**src/logic/pmrd_cfg.svh**
```systemverilog
/*
 * constants of the program memory read port: register indices, field positions,
 * reset values, widths, bus response codes and the read sequence length.
 * assumes it is included by bare name from the package and the design modules.
 */
// Functional notes
// [RULE1] word returned in low and high data bytes
// [RULE2] read address is high byte plus low byte
// [RULE3] unused high bits not stored, read zero
// [RULE4] software keeps unused address high bits clear
// [RULE5] go bit starts read, hardware clears it
// [RULE6] writing zero to go bit does nothing
// [RULE7] software writes address before setting go
// [RULE8] read takes the next two instruction cycles
// [RULE9] first cycle after go runs normally
// [RULE10] second cycle after go is ignored
// [RULE11] word held in data registers until next read
// [RULE12] no or full protection: any address readable
// [RULE13] partial protection: protected segment reads refused
// [RULE14] control bit 7 reads one, bits 6-1 zero
// [RULE15] address range covers at most 8K words
// [RULE16] refused read still clears go on time
`ifndef PMRD_CFG_SVH
`define PMRD_CFG_SVH

// ****************************************************************
// register indices (byte address is four times the index)
// ****************************************************************
`define PMRD_IDX_W          10
`define PMRD_IDX_CTRL       10'h10c
`define PMRD_IDX_DATA_LO    10'h18c
`define PMRD_IDX_ADDR_LO    10'h18d
`define PMRD_IDX_DATA_HI    10'h18e
`define PMRD_IDX_ADDR_HI    10'h18f

// ****************************************************************
// field layout and reset values
// ****************************************************************
`define PMRD_WORD_W         14
`define PMRD_ADDR_W         13
`define PMRD_BYTE_W         8
`define PMRD_DATA_HI_W      6
`define PMRD_ADDR_HI_W      5
`define PMRD_CTRL_GO_BIT    0
`define PMRD_CTRL_RSV_BIT   7
`define PMRD_CTRL_RSV_VAL   1'b1
`define PMRD_DATA_LO_RST    8'h00
`define PMRD_DATA_HI_RST    6'h00
`define PMRD_ADDR_LO_RST    8'h00
`define PMRD_ADDR_HI_RST    5'h00

// ****************************************************************
// bus and sequence
// ****************************************************************
`define PMRD_AXI_AW         12
`define PMRD_AXI_DW         32
`define PMRD_RESP_OKAY      2'h0
`define PMRD_RESP_SLVERR    2'h2
`define PMRD_READ_CYCLES    2

`endif

```
**src/logic/pmrd_pkg.sv**
```systemverilog
/*
 * types of the program memory read port: sequencer states, protection modes,
 * memory request and internal register write request.
 * assumes pmrd_cfg.svh is on the include path.
 */
`include "pmrd_cfg.svh"

package pmrd_pkg;

	typedef enum logic [1:0] {
		PMRD_IDLE  = 2'b00,
		PMRD_SLOT1 = 2'b01,
		PMRD_SLOT2 = 2'b10
	} pmrd_state_t;

	typedef enum logic [1:0] {
		PMRD_CP_NONE = 2'b00,
		PMRD_CP_ALL  = 2'b01,
		PMRD_CP_PART = 2'b10
	} pmrd_cp_t;

	typedef struct packed {
		logic                    en;
		logic [`PMRD_ADDR_W-1:0] addr;
	} pmrd_mem_req_t;

	typedef struct packed {
		logic                    fire;
		logic [`PMRD_IDX_W-1:0]  idx;
		logic [`PMRD_BYTE_W-1:0] data;
		logic                    lane0;
	} pmrd_wreq_t;

endpackage

```
**src/logic/pmrd_field.sv**
```systemverilog
/*
 * one W-bit register field (a byte by default) with a software write port and a hardware load
 * port; the hardware load wins when both act in one cycle.
 * assumes a synchronous active-low reset on aclk.
 */
`timescale 1ns/1ps
`default_nettype none
`include "pmrd_cfg.svh"

module pmrd_field #(
	parameter int unsigned W           = `PMRD_BYTE_W,
	parameter logic [W-1:0] RESET_VAL  = '0
) (
	// clock and reset
	input  wire logic         aclk,
	input  wire logic         aresetn,
	// software side
	input  wire logic         sw_we,
	input  wire logic [W-1:0] sw_d,
	// hardware side
	input  wire logic         hw_we,
	input  wire logic [W-1:0] hw_d,
	// stored value
	output logic      [W-1:0] q
);
	import pmrd_pkg::*;

	logic [W-1:0] q_reg;
	logic [W-1:0] q_next;

	// only W bits are kept, so the unused top of a byte cannot hold anything
	assign q_next = hw_we ? hw_d : (sw_we ? sw_d : q_reg); // [RULE3]
	assign q      = q_reg;

	always_ff @(posedge aclk) begin
		if (!aresetn) begin
			q_reg <= RESET_VAL;
		end else begin
			q_reg <= q_next;
		end
	end
endmodule // pmrd_field
`default_nettype wire

```
**src/logic/pmrd_seq.sv**
```systemverilog
/*
 * read sequencer: after a start it spends one normal slot, then one slot in
 * which program memory is read, and reports the finished word.
 * assumes program memory answers combinationally within the access slot.
 */
`timescale 1ns/1ps
`default_nettype none
`include "pmrd_cfg.svh"

module pmrd_seq (
	// clock and reset
	input  wire logic                      aclk,
	input  wire logic                      aresetn,
	// start from the control register
	input  wire logic                      start,
	input  wire logic [`PMRD_ADDR_W-1:0]   start_addr,
	// code protection fuses
	input  wire pmrd_pkg::pmrd_cp_t        cp_mode,
	input  wire logic [`PMRD_ADDR_W-1:0]   cp_bound,
	// program memory
	output pmrd_pkg::pmrd_mem_req_t        mem_req,
	input  wire logic [`PMRD_WORD_W-1:0]   mem_rdata,
	// status
	output pmrd_pkg::pmrd_state_t          state,
	output logic                           done,
	output logic [`PMRD_WORD_W-1:0]        done_data
);
	import pmrd_pkg::*;

	pmrd_state_t             state_reg;
	pmrd_state_t             state_next;
	logic [`PMRD_ADDR_W-1:0] addr_reg;
	logic                    en_reg;
	logic                    allowed;

	always_comb begin
		state_next = state_reg;
		unique case (state_reg)
			PMRD_IDLE:  if (start) state_next = PMRD_SLOT1; // [RULE8]
			PMRD_SLOT1: state_next = PMRD_SLOT2;           // [RULE9]
			PMRD_SLOT2: state_next = PMRD_IDLE;            // [RULE10]
			default:    state_next = PMRD_IDLE;
		endcase
	end

	// address is frozen at start so a late write cannot bend the fetch
	always_ff @(posedge aclk) begin
		if (!aresetn) begin
			state_reg <= PMRD_IDLE;
			addr_reg  <= '0;
			en_reg    <= 1'b0;
		end else begin
			state_reg <= state_next;
			if (state_reg == PMRD_IDLE && start) addr_reg <= start_addr; // [RULE2] [RULE15]
			en_reg    <= (state_next == PMRD_SLOT2);
		end
	end

	// partial protection: everything at or above the bound is the protected segment
	assign allowed   = (cp_mode != PMRD_CP_PART) || (addr_reg < cp_bound); // [RULE12] [RULE13]
	assign done      = (state_reg == PMRD_SLOT2); // [RULE16]
	assign done_data = allowed ? mem_rdata : '0;  // [RULE13]
	assign mem_req   = '{en: en_reg, addr: addr_reg};
	assign state     = state_reg;
endmodule // pmrd_seq
`default_nettype wire

```
**src/logic/pmrd_top.sv**
```systemverilog
/*
 * program memory read port: AXI4-Lite register slave holding control, address
 * and data bytes, plus the two-slot read sequence into program memory.
 * assumes program memory data is combinational from the request address on
 * aclk, and code protection inputs are static fuse levels on aclk.
 */
// The AXI4-Lite register port was left to the implementer.
`timescale 1ns/1ps
`default_nettype none
`include "pmrd_cfg.svh"

module pmrd_top (
	// clock and reset
	input  wire logic                        aclk,
	input  wire logic                        aresetn,
	// axi4-lite write address
	input  wire logic                        s_axi_awvalid,
	output logic                             s_axi_awready,
	input  wire logic [`PMRD_AXI_AW-1:0]     s_axi_awaddr,
	input  wire logic [2:0]                  s_axi_awprot,
	// axi4-lite write data
	input  wire logic                        s_axi_wvalid,
	output logic                             s_axi_wready,
	input  wire logic [`PMRD_AXI_DW-1:0]     s_axi_wdata,
	input  wire logic [3:0]                  s_axi_wstrb,
	// axi4-lite write response
	output logic                             s_axi_bvalid,
	input  wire logic                        s_axi_bready,
	output logic [1:0]                       s_axi_bresp,
	// axi4-lite read address
	input  wire logic                        s_axi_arvalid,
	output logic                             s_axi_arready,
	input  wire logic [`PMRD_AXI_AW-1:0]     s_axi_araddr,
	input  wire logic [2:0]                  s_axi_arprot,
	// axi4-lite read data
	output logic                             s_axi_rvalid,
	input  wire logic                        s_axi_rready,
	output logic [`PMRD_AXI_DW-1:0]          s_axi_rdata,
	output logic [1:0]                       s_axi_rresp,
	// program memory
	output pmrd_pkg::pmrd_mem_req_t          mem_req,
	input  wire logic [`PMRD_WORD_W-1:0]     mem_rdata,
	// code protection fuses
	input  wire pmrd_pkg::pmrd_cp_t          cp_mode,
	input  wire logic [`PMRD_ADDR_W-1:0]     cp_bound
);
	import pmrd_pkg::*;

	// ****************************************************************
	// declarations
	// ****************************************************************
	logic                      awready_reg;
	logic                      wready_reg;
	logic                      bvalid_reg;
	logic [1:0]                bresp_reg;
	logic                      arready_reg;
	logic                      rvalid_reg;
	logic [`PMRD_AXI_DW-1:0]   rdata_reg;
	logic [1:0]                rresp_reg;
	logic                      go_reg;
	logic                      go_next;

	pmrd_wreq_t                wreq;
	logic                      wr_take;
	logic                      rd_take;
	logic                      wr_fire;
	logic                      rd_fire;
	logic                      bus_stall;
	logic [`PMRD_IDX_W-1:0]    rd_idx;

	logic                      wsel_ctrl;
	logic                      wsel_data_lo;
	logic                      wsel_data_hi;
	logic                      wsel_addr_lo;
	logic                      wsel_addr_hi;
	logic                      wr_mapped;
	logic                      rd_mapped;
	logic                      go_set;

	logic [`PMRD_BYTE_W-1:0]    data_lo_q;
	logic [`PMRD_DATA_HI_W-1:0] data_hi_q;
	logic [`PMRD_BYTE_W-1:0]    addr_lo_q;
	logic [`PMRD_ADDR_HI_W-1:0] addr_hi_q;
	logic [`PMRD_BYTE_W-1:0]    ctrl_view;
	logic [`PMRD_BYTE_W-1:0]    rd_byte;

	pmrd_state_t               seq_state;
	logic                      seq_done;
	logic [`PMRD_WORD_W-1:0]   seq_data;

	// ****************************************************************
	// bus handshake
	// ****************************************************************
	// no handshake may land in the access slot, so readiness is never raised
	// in the slot before it; that slot's request simply waits a cycle
	assign bus_stall = (seq_state == PMRD_SLOT1); // [RULE10]

	// write address and data are taken together, one write at a time
	assign wr_take = s_axi_awvalid && s_axi_wvalid && !awready_reg && !bvalid_reg && !bus_stall;
	assign wr_fire = awready_reg && s_axi_awvalid && wready_reg && s_axi_wvalid;
	assign rd_take = s_axi_arvalid && !arready_reg && !rvalid_reg && !bus_stall;
	assign rd_fire = arready_reg && s_axi_arvalid;

	assign wreq = '{fire:  wr_fire,
	                idx:   s_axi_awaddr[`PMRD_IDX_W+1:2],
	                data:  s_axi_wdata[`PMRD_BYTE_W-1:0],
	                lane0: s_axi_wstrb[0]};
	assign rd_idx = s_axi_araddr[`PMRD_IDX_W+1:2];

	always_ff @(posedge aclk) begin
		if (!aresetn) begin
			awready_reg <= 1'b0;
			wready_reg  <= 1'b0;
		end else begin
			awready_reg <= wr_take;
			wready_reg  <= wr_take;
		end
	end

	always_ff @(posedge aclk) begin
		if (!aresetn) begin
			bvalid_reg <= 1'b0;
			bresp_reg  <= `PMRD_RESP_OKAY;
		end else if (wr_fire) begin
			bvalid_reg <= 1'b1;
			bresp_reg  <= wr_mapped ? `PMRD_RESP_OKAY : `PMRD_RESP_SLVERR;
		end else if (s_axi_bready) begin
			bvalid_reg <= 1'b0;
		end
	end

	always_ff @(posedge aclk) begin
		if (!aresetn) begin
			arready_reg <= 1'b0;
		end else begin
			arready_reg <= rd_take;
		end
	end

	always_ff @(posedge aclk) begin
		if (!aresetn) begin
			rvalid_reg <= 1'b0;
			rdata_reg  <= '0;
			rresp_reg  <= `PMRD_RESP_OKAY;
		end else if (rd_fire) begin
			rvalid_reg <= 1'b1;
			rdata_reg  <= {{(`PMRD_AXI_DW-`PMRD_BYTE_W){1'b0}}, rd_byte};
			rresp_reg  <= rd_mapped ? `PMRD_RESP_OKAY : `PMRD_RESP_SLVERR;
		end else if (s_axi_rready) begin
			rvalid_reg <= 1'b0;
		end
	end

	// ****************************************************************
	// write decode
	// ****************************************************************
	// only byte lane 0 carries register bits; other lanes are accepted and dropped
	assign wsel_ctrl    = wreq.fire && wreq.lane0 && (wreq.idx == `PMRD_IDX_CTRL);
	assign wsel_data_lo = wreq.fire && wreq.lane0 && (wreq.idx == `PMRD_IDX_DATA_LO);
	assign wsel_data_hi = wreq.fire && wreq.lane0 && (wreq.idx == `PMRD_IDX_DATA_HI);
	assign wsel_addr_lo = wreq.fire && wreq.lane0 && (wreq.idx == `PMRD_IDX_ADDR_LO);
	assign wsel_addr_hi = wreq.fire && wreq.lane0 && (wreq.idx == `PMRD_IDX_ADDR_HI);
	assign wr_mapped    = (wreq.idx == `PMRD_IDX_CTRL)    || (wreq.idx == `PMRD_IDX_DATA_LO) ||
	                      (wreq.idx == `PMRD_IDX_DATA_HI) || (wreq.idx == `PMRD_IDX_ADDR_LO) ||
	                      (wreq.idx == `PMRD_IDX_ADDR_HI);

	// ****************************************************************
	// control register
	// ****************************************************************
	// a one starts a read only while idle; a zero is simply ignored
	assign go_set  = wsel_ctrl && wreq.data[`PMRD_CTRL_GO_BIT] && !go_reg; // [RULE5] [RULE6]
	// completion and a new set can never meet: a set needs the go bit low
	assign go_next = seq_done ? 1'b0 : (go_set ? 1'b1 : go_reg); // [RULE5] [RULE16]

	always_ff @(posedge aclk) begin
		if (!aresetn) begin
			go_reg <= 1'b0;
		end else begin
			go_reg <= go_next;
		end
	end

	assign ctrl_view = {`PMRD_CTRL_RSV_VAL, 6'h00, go_reg}; // [RULE14]

	// ****************************************************************
	// address and data bytes
	// ****************************************************************
	pmrd_field #(
		.W         (`PMRD_BYTE_W),
		.RESET_VAL (`PMRD_ADDR_LO_RST)
	) u_addr_lo (
		.aclk    (aclk),
		.aresetn (aresetn),
		.sw_we   (wsel_addr_lo),
		.sw_d    (wreq.data),
		.hw_we   (1'b0),
		.hw_d    (`PMRD_ADDR_LO_RST),
		.q       (addr_lo_q)
	);

	// upper address bits beyond the 8K range are not stored at all
	pmrd_field #(
		.W         (`PMRD_ADDR_HI_W),
		.RESET_VAL (`PMRD_ADDR_HI_RST)
	) u_addr_hi (
		.aclk    (aclk),
		.aresetn (aresetn),
		.sw_we   (wsel_addr_hi),
		.sw_d    (wreq.data[`PMRD_ADDR_HI_W-1:0]), // [RULE3] [RULE4] [RULE15]
		.hw_we   (1'b0),
		.hw_d    (`PMRD_ADDR_HI_RST),
		.q       (addr_hi_q)
	);

	// finished word lands here at the end of the access slot and stays
	pmrd_field #(
		.W         (`PMRD_BYTE_W),
		.RESET_VAL (`PMRD_DATA_LO_RST)
	) u_data_lo (
		.aclk    (aclk),
		.aresetn (aresetn),
		.sw_we   (wsel_data_lo),
		.sw_d    (wreq.data),
		.hw_we   (seq_done),                         // [RULE11]
		.hw_d    (seq_data[`PMRD_BYTE_W-1:0]),       // [RULE1]
		.q       (data_lo_q)
	);

	pmrd_field #(
		.W         (`PMRD_DATA_HI_W),
		.RESET_VAL (`PMRD_DATA_HI_RST)
	) u_data_hi (
		.aclk    (aclk),
		.aresetn (aresetn),
		.sw_we   (wsel_data_hi),
		.sw_d    (wreq.data[`PMRD_DATA_HI_W-1:0]),   // [RULE3]
		.hw_we   (seq_done),                         // [RULE11]
		.hw_d    (seq_data[`PMRD_WORD_W-1:`PMRD_BYTE_W]), // [RULE1]
		.q       (data_hi_q)
	);

	// ****************************************************************
	// read sequence
	// ****************************************************************
	// the address is taken from both bytes as they stand when go is set
	pmrd_seq u_seq (
		.aclk       (aclk),
		.aresetn    (aresetn),
		.start      (go_set),                   // [RULE7] [RULE8]
		.start_addr ({addr_hi_q, addr_lo_q}),   // [RULE2]
		.cp_mode    (cp_mode),
		.cp_bound   (cp_bound),
		.mem_req    (mem_req),
		.mem_rdata  (mem_rdata),
		.state      (seq_state),
		.done       (seq_done),
		.done_data  (seq_data)
	);

	// ****************************************************************
	// read mux
	// ****************************************************************
	assign rd_mapped = (rd_idx == `PMRD_IDX_CTRL)    || (rd_idx == `PMRD_IDX_DATA_LO) ||
	                   (rd_idx == `PMRD_IDX_DATA_HI) || (rd_idx == `PMRD_IDX_ADDR_LO) ||
	                   (rd_idx == `PMRD_IDX_ADDR_HI);

	// unused high bits read back as zero
	assign rd_byte = (rd_idx == `PMRD_IDX_CTRL)    ? ctrl_view :
	                 (rd_idx == `PMRD_IDX_DATA_LO) ? data_lo_q :
	                 (rd_idx == `PMRD_IDX_DATA_HI) ? {2'h0, data_hi_q} : // [RULE3]
	                 (rd_idx == `PMRD_IDX_ADDR_LO) ? addr_lo_q :
	                 (rd_idx == `PMRD_IDX_ADDR_HI) ? {3'h0, addr_hi_q} : // [RULE3]
	                 8'h00;

	// ****************************************************************
	// outputs
	// ****************************************************************
	assign s_axi_awready = awready_reg;
	assign s_axi_wready  = wready_reg;
	assign s_axi_bvalid  = bvalid_reg;
	assign s_axi_bresp   = bresp_reg;
	assign s_axi_arready = arready_reg;
	assign s_axi_rvalid  = rvalid_reg;
	assign s_axi_rdata   = rdata_reg;
	assign s_axi_rresp   = rresp_reg;
endmodule // pmrd_top
`default_nettype wire

```
**config.mk**
```make
export PLATFORM = sky130hd
export DESIGN_NAME = pmrd_top
export DESIGN_NICKNAME = d
export VERILOG_FILES = /design/src/logic/pmrd_pkg.sv /design/src/logic/pmrd_field.sv /design/src/logic/pmrd_seq.sv /design/src/logic/pmrd_top.sv
export VERILOG_INCLUDE_DIRS = /design/src /design/src/logic
export SDC_FILE = /design/constraint.sdc
export NUM_CORES = 1
export LEC_CHECK = 0
export BUFFER_PORTS_ARGS = -buffer_cell sky130_fd_sc_hd__buf_2
export CAP_MARGIN = 0
export CORE_UTILIZATION = 50
export DETAILED_ROUTE_END_ITERATION = 8
export MAX_ROUTING_LAYER = met4
export PLACE_DENSITY = 0.86
export SYNTH_ARGS = -nofsm -noshare
export SYNTH_HDL_FRONTEND = slang
export SYNTH_SLANG_ARGS = --single-unit
```
**constraint.sdc**
```tcl
create_clock -name aclk -period 3 [get_ports aclk]
set_input_delay 0.15 -clock aclk [delete_from_list [all_inputs] [get_ports aclk]]
set_output_delay 0.15 -clock aclk [all_outputs]
set_load 0.005 [all_outputs]
```
After elaboration in Yosys (flattened, before gate mapping)
Index checks and enable logic that the tools add are counted.
{"block": "totals", "register_bits": 60, "latch_bits": 0, "mem_bits_rw": 0, "rom_bits": 0, "out_inout_bits": 55, "elab_cells": 90, "n_memories": 0}
{"block": "classes", "addsub": 0, "n_mul": 0, "n_div": 0, "order_cmp": 1, "eq_ne": 14, "n_shift": 0, "n_mux": 18, "n_bitwise": 1, "reduce_logical": 41}
{"operator": "$eq A10 B9 Y1 const B", "n": 10}
{"operator": "$mux W8", "n": 6}
{"operator": "$logic_and A1 B1 Y1", "n": 20}
{"operator": "$mux W14", "n": 1}
{"operator": "$lt A13 B13 Y1", "n": 1}
{"operator": "$mux W6", "n": 2}
{"operator": "$logic_or A1 B1 Y1", "n": 9}
{"operator": "$reduce_bool A2 Y1", "n": 4}
{"operator": "$logic_not A1 Y1", "n": 6}
{"operator": "$mux W2", "n": 3}
{"operator": "$mux W5", "n": 1}
{"operator": "$eq A2 B2 Y1 const B", "n": 2}
{"operator": "$mux W1", "n": 4}
{"operator": "$pmux W2 S2", "n": 1}
{"operator": "$eq A2 B1 Y1 const B", "n": 1}
{"operator": "$logic_not A2 Y1", "n": 1}
{"operator": "$ne A2 B2 Y1 const B", "n": 1}
{"operator": "$reduce_or A2 Y1", "n": 1}
{"operator": "$not A1 Y1", "n": 1}

Logic depth before layout (Yosys ltp)
{"block": "depth", "word_depth": 10, "ltp_mapped": 8, "depth_no_buf": 7}

Hierarchy
From an unflattened synthesis, not the netlist that was laid out.
{"block": "unflattened", "cells_unflattened": 382, "area_unflattened_um2": 3598.5}
{"mod": "pmrd_top", "n_inst": 1, "cells_each": 126, "area_per_inst_um2": 1077.3, "seq_area_each_um2": 300.3}
{"mod": "pmrd_seq", "n_inst": 1, "cells_each": 139, "area_per_inst_um2": 1076.0, "seq_area_each_um2": 300.3}
{"mod": "pmrd_field (u_addr_lo ...)", "n_inst": 2, "cells_each": 35, "area_per_inst_um2": 440.4, "seq_area_each_um2": 160.2}
{"mod": "pmrd_field (u_data_hi)", "n_inst": 1, "cells_each": 26, "area_per_inst_um2": 322.8, "seq_area_each_um2": 120.1}
{"mod": "pmrd_field (u_addr_hi)", "n_inst": 1, "cells_each": 21, "area_per_inst_um2": 241.5, "seq_area_each_um2": 100.1}

Worst setup path after synthesis
OpenSTA, ideal clock, no wires.
{"block": "synth_path", "kind": "in2reg", "start": "in s_axi_awaddr[6]", "end": "reg u_seq.addr_reg[10]", "setup_time_ps": 116, "arrival_ps": 1989, "required_time_ps": 2884, "slack_ps": 895, "path_stages": 6, "cell_sequence": "or4b_4 or4_4 nor3_4 buf_8 mux2i_1 nor2b_1"}
{"block": "synth_between", "elab_chain_len": 5}
{"item": "start, declared", "line_no": "pmrd_top.sv:19", "rtl": "input wire logic [`PMRD_AXI_AW-1:0] s_axi_awaddr,"}
{"item": "$eq A10 B9 Y1 (no line)"}
{"item": "$logic_and A1 B1 Y1", "line_no": "pmrd_top.sv:158", "rtl": "assign wsel_ctrl = wreq.fire && wreq.lane0 && (wreq.idx == `PMRD_IDX_CTRL);"}
{"item": "$logic_and A1 B1 Y1 (2 in a row)", "line_no": "pmrd_top.sv:171", "rtl": "assign go_set = wsel_ctrl && wreq.data[`PMRD_CTRL_GO_BIT] && !go_reg;"}
{"item": "$logic_and A1 B1 Y1", "line_no": "pmrd_seq.sv:54", "rtl": "if (state_reg == PMRD_IDLE && start) addr_reg <= start_addr;"}
{"item": "end signal, assigned", "line_no": "pmrd_seq.sv:54"}
{"item": "end, declared", "line_no": "pmrd_seq.sv:32", "rtl": "logic [`PMRD_ADDR_W-1:0] addr_reg;"}
Every way passes these cells.
A chain may end at the register's enable or synchronous reset.

Worst setup path after layout
{"block": "layout_path", "start": "reg u_seq.addr_reg[12]", "end": "reg u_data_hi.q_reg[0] (netlist: u_data_hi.q[0])"}
{"block": "layout_between", "elab_chain_len": 4}
{"item": "$lt A13 B13 Y1", "line_no": "pmrd_seq.sv:60", "rtl": "assign allowed = (cp_mode != PMRD_CP_PART) || (addr_reg < cp_bound);"}
{"item": "$logic_or A1 B1 Y1", "line_no": "pmrd_seq.sv:60"}
{"item": "$mux W14", "line_no": "pmrd_seq.sv:62", "rtl": "assign done_data = allowed ? mem_rdata : '0;"}
{"item": "$mux W6", "line_no": "pmrd_field.sv:32", "rtl": "assign q_next = hw_we ? hw_d : (sw_we ? sw_d : q_reg);"}
{"item": "end signal, assigned", "line_no": "pmrd_field.sv:39", "rtl": "q_reg <= q_next;"}
{"item": "end, declared", "line_no": "pmrd_field.sv:28", "rtl": "logic [W-1:0] q_reg;"}
Every way passes these cells.

==> results by stage <==
STA:
- The worst clock skew is 7.36 ps.
- Timing would allow up to between 400 and 500 MHz.
- For the pin with the worst max-slew slack, the measured transition is about 1000 ps.
- The final number of hold-violating endpoints is 0.
- The total count of max-transition violations in the final report is 0.
- Setup violations remaining at the end of the flow were counted as 0.
- The worst path needs a little over 2000 ps of the cycle, external delays included.
- The accumulated negative setup slack is 0 ps.
- On the final layout, the worst hold slack is 51.9 ps.
- Measured against its own limit, the worst slew margin works out to 0.328.
- The final critical-path share of the clock period is 0.676.
- Setup repair after global routing left no endpoint under its margin.

Clock tree:
- The clock passes through at most 2 buffers.
- The clock transition at the register clock pins on the worst setup and hold paths after CTS is 60 ps.
- Buffers inserted during clock tree synthesis total 9.
- The number of buffers added to fix hold violations after cts is 0.
- The number of sinks driven by the clock tree is 57.
- In this run the clock root is driven by a sky130_fd_sc_hd__clkbuf_8.
- The number of gates resized after CTS was 0.
- At the later pin of the worst-skew pair, clock insertion delay measures 350 ps.
- The number of setup buffers added after CTS is 0.
- The clock tree from TritonCTS is yes.
- The maximum level of the CTS H-tree is 3.

Global routing:
- The aggregate global-route resource usage is 0.243.
- The first global-routing pass estimated 11.6 mm of wire.
- The number of antenna violations at the first check in global routing is 0.
- The via count of the first global-routing pass is 2,540.
- After global routing the overflow that remains totals 0.
- Entering global routing, the biggest net connects 37 pins.

Cells and area:
- Counting the fill cells in the layout gives 520.
- The multi-input combinational cells in the finished layout cover a total of 1830 sq um.
- The count of antenna diodes in the layout is 0.
- The flip-flop count of the largest register, all copies and words added is 13.
- The net count reported at finish is 551.
- Compared with the post-synthesis result, the final layout area differs by 18.4%.
- The sequential standard cell area is around 1100 sq um.
- The ratio of cells with drive above 1 in the final layout is 0.287.

Drt:
- The aggregate routed wire length is 7.59 mm.
- Summing over every cut layer, the via total after detailed routing is 2,833.
- The average vias per placed instance is approximately 5.5.
- The number of optimization iterations in the first detailed-route pass is 4.
- After the first detailed-routing iteration, the DRC count stood at 147.
- The DRC violation count after routing is 0.
- The routed length per placed instance is 14.7 um.
- The remaining antenna violation count is 0.

Floorplan:
- The initial utilization of the core area, before any placement, comes to 0.533.
- The die width is 82.4 um.
- The die height is 82.4 um.
- The die covers 6780 sq um.
- 157 I/O pins were placed.
- The placeable core region is approximately 6000 sq um.
- The number of placement rows is 28.

Logic synthesis:
- The compound-gate portion of the synthesized area is 0.102.
- Of the synthesized area, sequential elements account for 0.353.
- Averaged over all synthesized cells, the footprint is a little over 9 sq um.
- The most used flip-flop cell after synthesis is sky130_fd_sc_hd__dfxtp_1.
- Synthesis handed over a netlist of 349 instances.
- The count of state elements after synthesis is 57.
- After synthesis, the largest family of logic cells by area is simple AND/OR/NAND/NOR gates.
- The post-synth design cell area is 3230 sq um.
- The post-synthesis share of cell area spent on and, or, nand and nor gates is 0.264.
- The number of different library cells in the post-synthesis netlist is 46.
- The adder-cell share of the synthesized area is 0.0465.
- For this run, asynchronously set or reset flops after synthesis account for 0.
- The multiplexer fraction of the synthesized cell area is 0.125.
- Yosys printed 0 warnings.
- In this run, synthesis inferred 0 flip-flops with an integrated enable.
- Of the total synthesized cell area, the portion taken by XOR and XNOR cells is 0.

Worst setup path:
- The endpoint class of the critical path is a flop.
- The startpoint identified for the worst register-to-register timing path is u_seq.addr_reg[12]$_SDFFE_PN0P_.
- The depth of the most critical reg-to-reg path is 5.
- Of all nets on the critical path, the largest fanout is 14.
- For the worst setup path, the data required time is between 3000 and 4000 ps.
- The kind of start point of the critical path is a flop.
- The arrival time at the worst endpoint is approximately 2200 ps.
- The slack of the worst reg-to-reg path is slightly below 1000 ps.
- The worst setup path is of the reg -> reg kind.
- The reg-to-reg critical path endpoint is u_data_hi.q[0]$_SDFFE_PN0P_.
- The launching instance or port of the critical path is u_seq.addr_reg[12]$_SDFFE_PN0P_.
- Following the worst setup path forward leads to its endpoint at u_data_hi.q[0]$_SDFFE_PN0P_.

Power:
- The total chip power is 1.60 mW.
- The clock power share is 0.446.
- Of the total power, registers draw 0.476.
- The internal portion of total power is 1.22 mW.
- Dividing total power by cell area gives a power density of 419 nW/um^2.
- For this design the static power due to leakage is 1.62 nW.
- The net switching power is 0.385 mW.
- Of the total power, the share spent switching nets is 0.240.
- The share of total power in combinational logic is 0.078.
- The peak ir drop on the vdd network is 0.301 mV.

Placed design:
- The final weighted congestion in routability-driven placement is 0.910.
- The final HPWL from detailed placement is between 5 and 6 mm.
- Input and output buffers added on the ports amount to 93.

Status:
- The run finished with clean final reports.

Hold path:
- The tightest min-delay check is of the in -> reg type.

Flow run:
- The tool flagged a number of max-cap violations equal to 0.
-- power by group through the flow --
stage	combinational, mW	sequential, mW	clock (mW)
final	0.125	0.764	0.715
after global routing	0.142	0.764	0.750
after CTS	0.124	0.764	0.724
after detailed placement	0.124	0.781	0
after global placement	0.120	0.780	0
after floorplan	0.0856	0.781	0
-- layout make-up --
class / instances / share of cell area
Sequential cell: 57 / 0.298
Clock inverter: 6 / 0.0151
Tap cell: 75 / 0.0245
Inverter: 16 / 0.0157
Timing Repair Buffer: 98 / 0.132
Multi-Input combinational cell: 255 / 0.479
Clock buffer: 10 / 0.0360
-- worst min-delay path by stage --
stage | startpoint | to | slack (ps) | depth (start not counted)
2_1_floorplan | s_axi_awvalid | s_axi_wready$_SDFF_PN0_ | 280 | 2
3_3_place_gp | s_axi_awvalid | s_axi_wready$_SDFF_PN0_ | 410 | 3
3_5_place_dp | s_axi_awvalid | s_axi_wready$_SDFF_PN0_ | 420 | 3
4_1_cts | s_axi_awvalid | s_axi_wready$_SDFF_PN0_ | 50 | 3
5_1_grt | s_axi_awvalid | s_axi_wready$_SDFF_PN0_ | 60 | 3
6_report | s_axi_awvalid | s_axi_wready$_SDFF_PN0_ | 50 | 3
-- cells in the mapped netlist (9+ instances only) --
| cell | n | area share |
|---|---|---|
| sky130_fd_sc_hd__mux2i_1 | 29 | 0.090 |
| sky130_fd_sc_hd__nor3_1 | 9 | 0.014 |
| sky130_fd_sc_hd__dfxtp_1 | 57 | 0.35 |
| sky130_fd_sc_hd__nand4b_1 | 16 | 0.043 |
| sky130_fd_sc_hd__inv_1 | 16 | 0.019 |
| sky130_fd_sc_hd__ha_1 | 12 | 0.047 |
| sky130_fd_sc_hd__nor2b_1 | 36 | 0.070 |
| sky130_fd_sc_hd__clkbuf_1 | 15 | 0.017 |
| sky130_fd_sc_hd__buf_4 | 28 | 0.065 |
| sky130_fd_sc_hd__nand2_1 | 14 | 0.016 |
| sky130_fd_sc_hd__o21ai_0 | 22 | 0.034 |
| sky130_fd_sc_hd__a21oi_1 | 14 | 0.022 |
| sky130_fd_sc_hd__a32oi_1 | 9 | 0.024 |
-- placed cells by master, fill, tap and decap left out, types with 2 or more instances in the layout --
master,instances
sky130_fd_sc_hd__nor2_1,8
sky130_fd_sc_hd__nor2b_1,36
sky130_fd_sc_hd__and2_0,2
sky130_fd_sc_hd__buf_2,93
sky130_fd_sc_hd__a21oi_1,14
sky130_fd_sc_hd__clkbuf_8,10
sky130_fd_sc_hd__nand4b_1,16
sky130_fd_sc_hd__nand3b_1,2
sky130_fd_sc_hd__nor3_1,9
sky130_fd_sc_hd__ha_1,12
sky130_fd_sc_hd__clkinv_2,4
sky130_fd_sc_hd__conb_1,26
sky130_fd_sc_hd__nand2_1,14
sky130_fd_sc_hd__a32oi_1,9
sky130_fd_sc_hd__and3_1,7
sky130_fd_sc_hd__nand2b_1,4
sky130_fd_sc_hd__mux4_2,5
sky130_fd_sc_hd__nor3b_1,6
sky130_fd_sc_hd__o21ai_0,22
sky130_fd_sc_hd__nand3_1,3
sky130_fd_sc_hd__buf_4,5
sky130_fd_sc_hd__and4_1,3
sky130_fd_sc_hd__a31oi_1,2
sky130_fd_sc_hd__a21boi_0,3
sky130_fd_sc_hd__mux2i_1,29
sky130_fd_sc_hd__dfxtp_1,57
sky130_fd_sc_hd__nor4_1,6
sky130_fd_sc_hd__inv_1,16
-- cell families (layout without fill, tap and decap cells) --
kind of cell               Yosys count  after routing
buffers and inverters               62            130
other                                1             26
AOI/OAI and AO/OA                   54             54
and+or+nand+nor                    129            129
adders and majority gates           12             12
muxes                               34             34
DFF                                 57             57
-- stage by stage --
step           cell area [sq um]   util  setup WS, ps  instances
2_1_floorplan               3320      -           895        374
3_3_place_gp                3630  0.599           801        501
3_5_place_dp                3630  0.599           760        501
4_1_cts                     3820  0.631           989        517
5_1_grt                     3820  0.631           774        517
6_report                    3820  0.631           973        517
-- critical path: stages, from the launching register on --
cell	delay, ps
sky130_fd_sc_hd__dfxtp_1	330
sky130_fd_sc_hd__ha_1	300
sky130_fd_sc_hd__nand4b_1	120
sky130_fd_sc_hd__o21ai_0	800
sky130_fd_sc_hd__nand4b_1	240
sky130_fd_sc_hd__o21ai_0	100
-- layer usage --
metal,vias up,GRT usage,routed length [um]
li1,1381,-,-
met3,18,0.0593,504
met1,1316,0.286,3300
met4,0,0.128,189
met2,118,0.382,3600
met5,-,-,0
No activity file was read; power rests on OpenSTA's default activity.
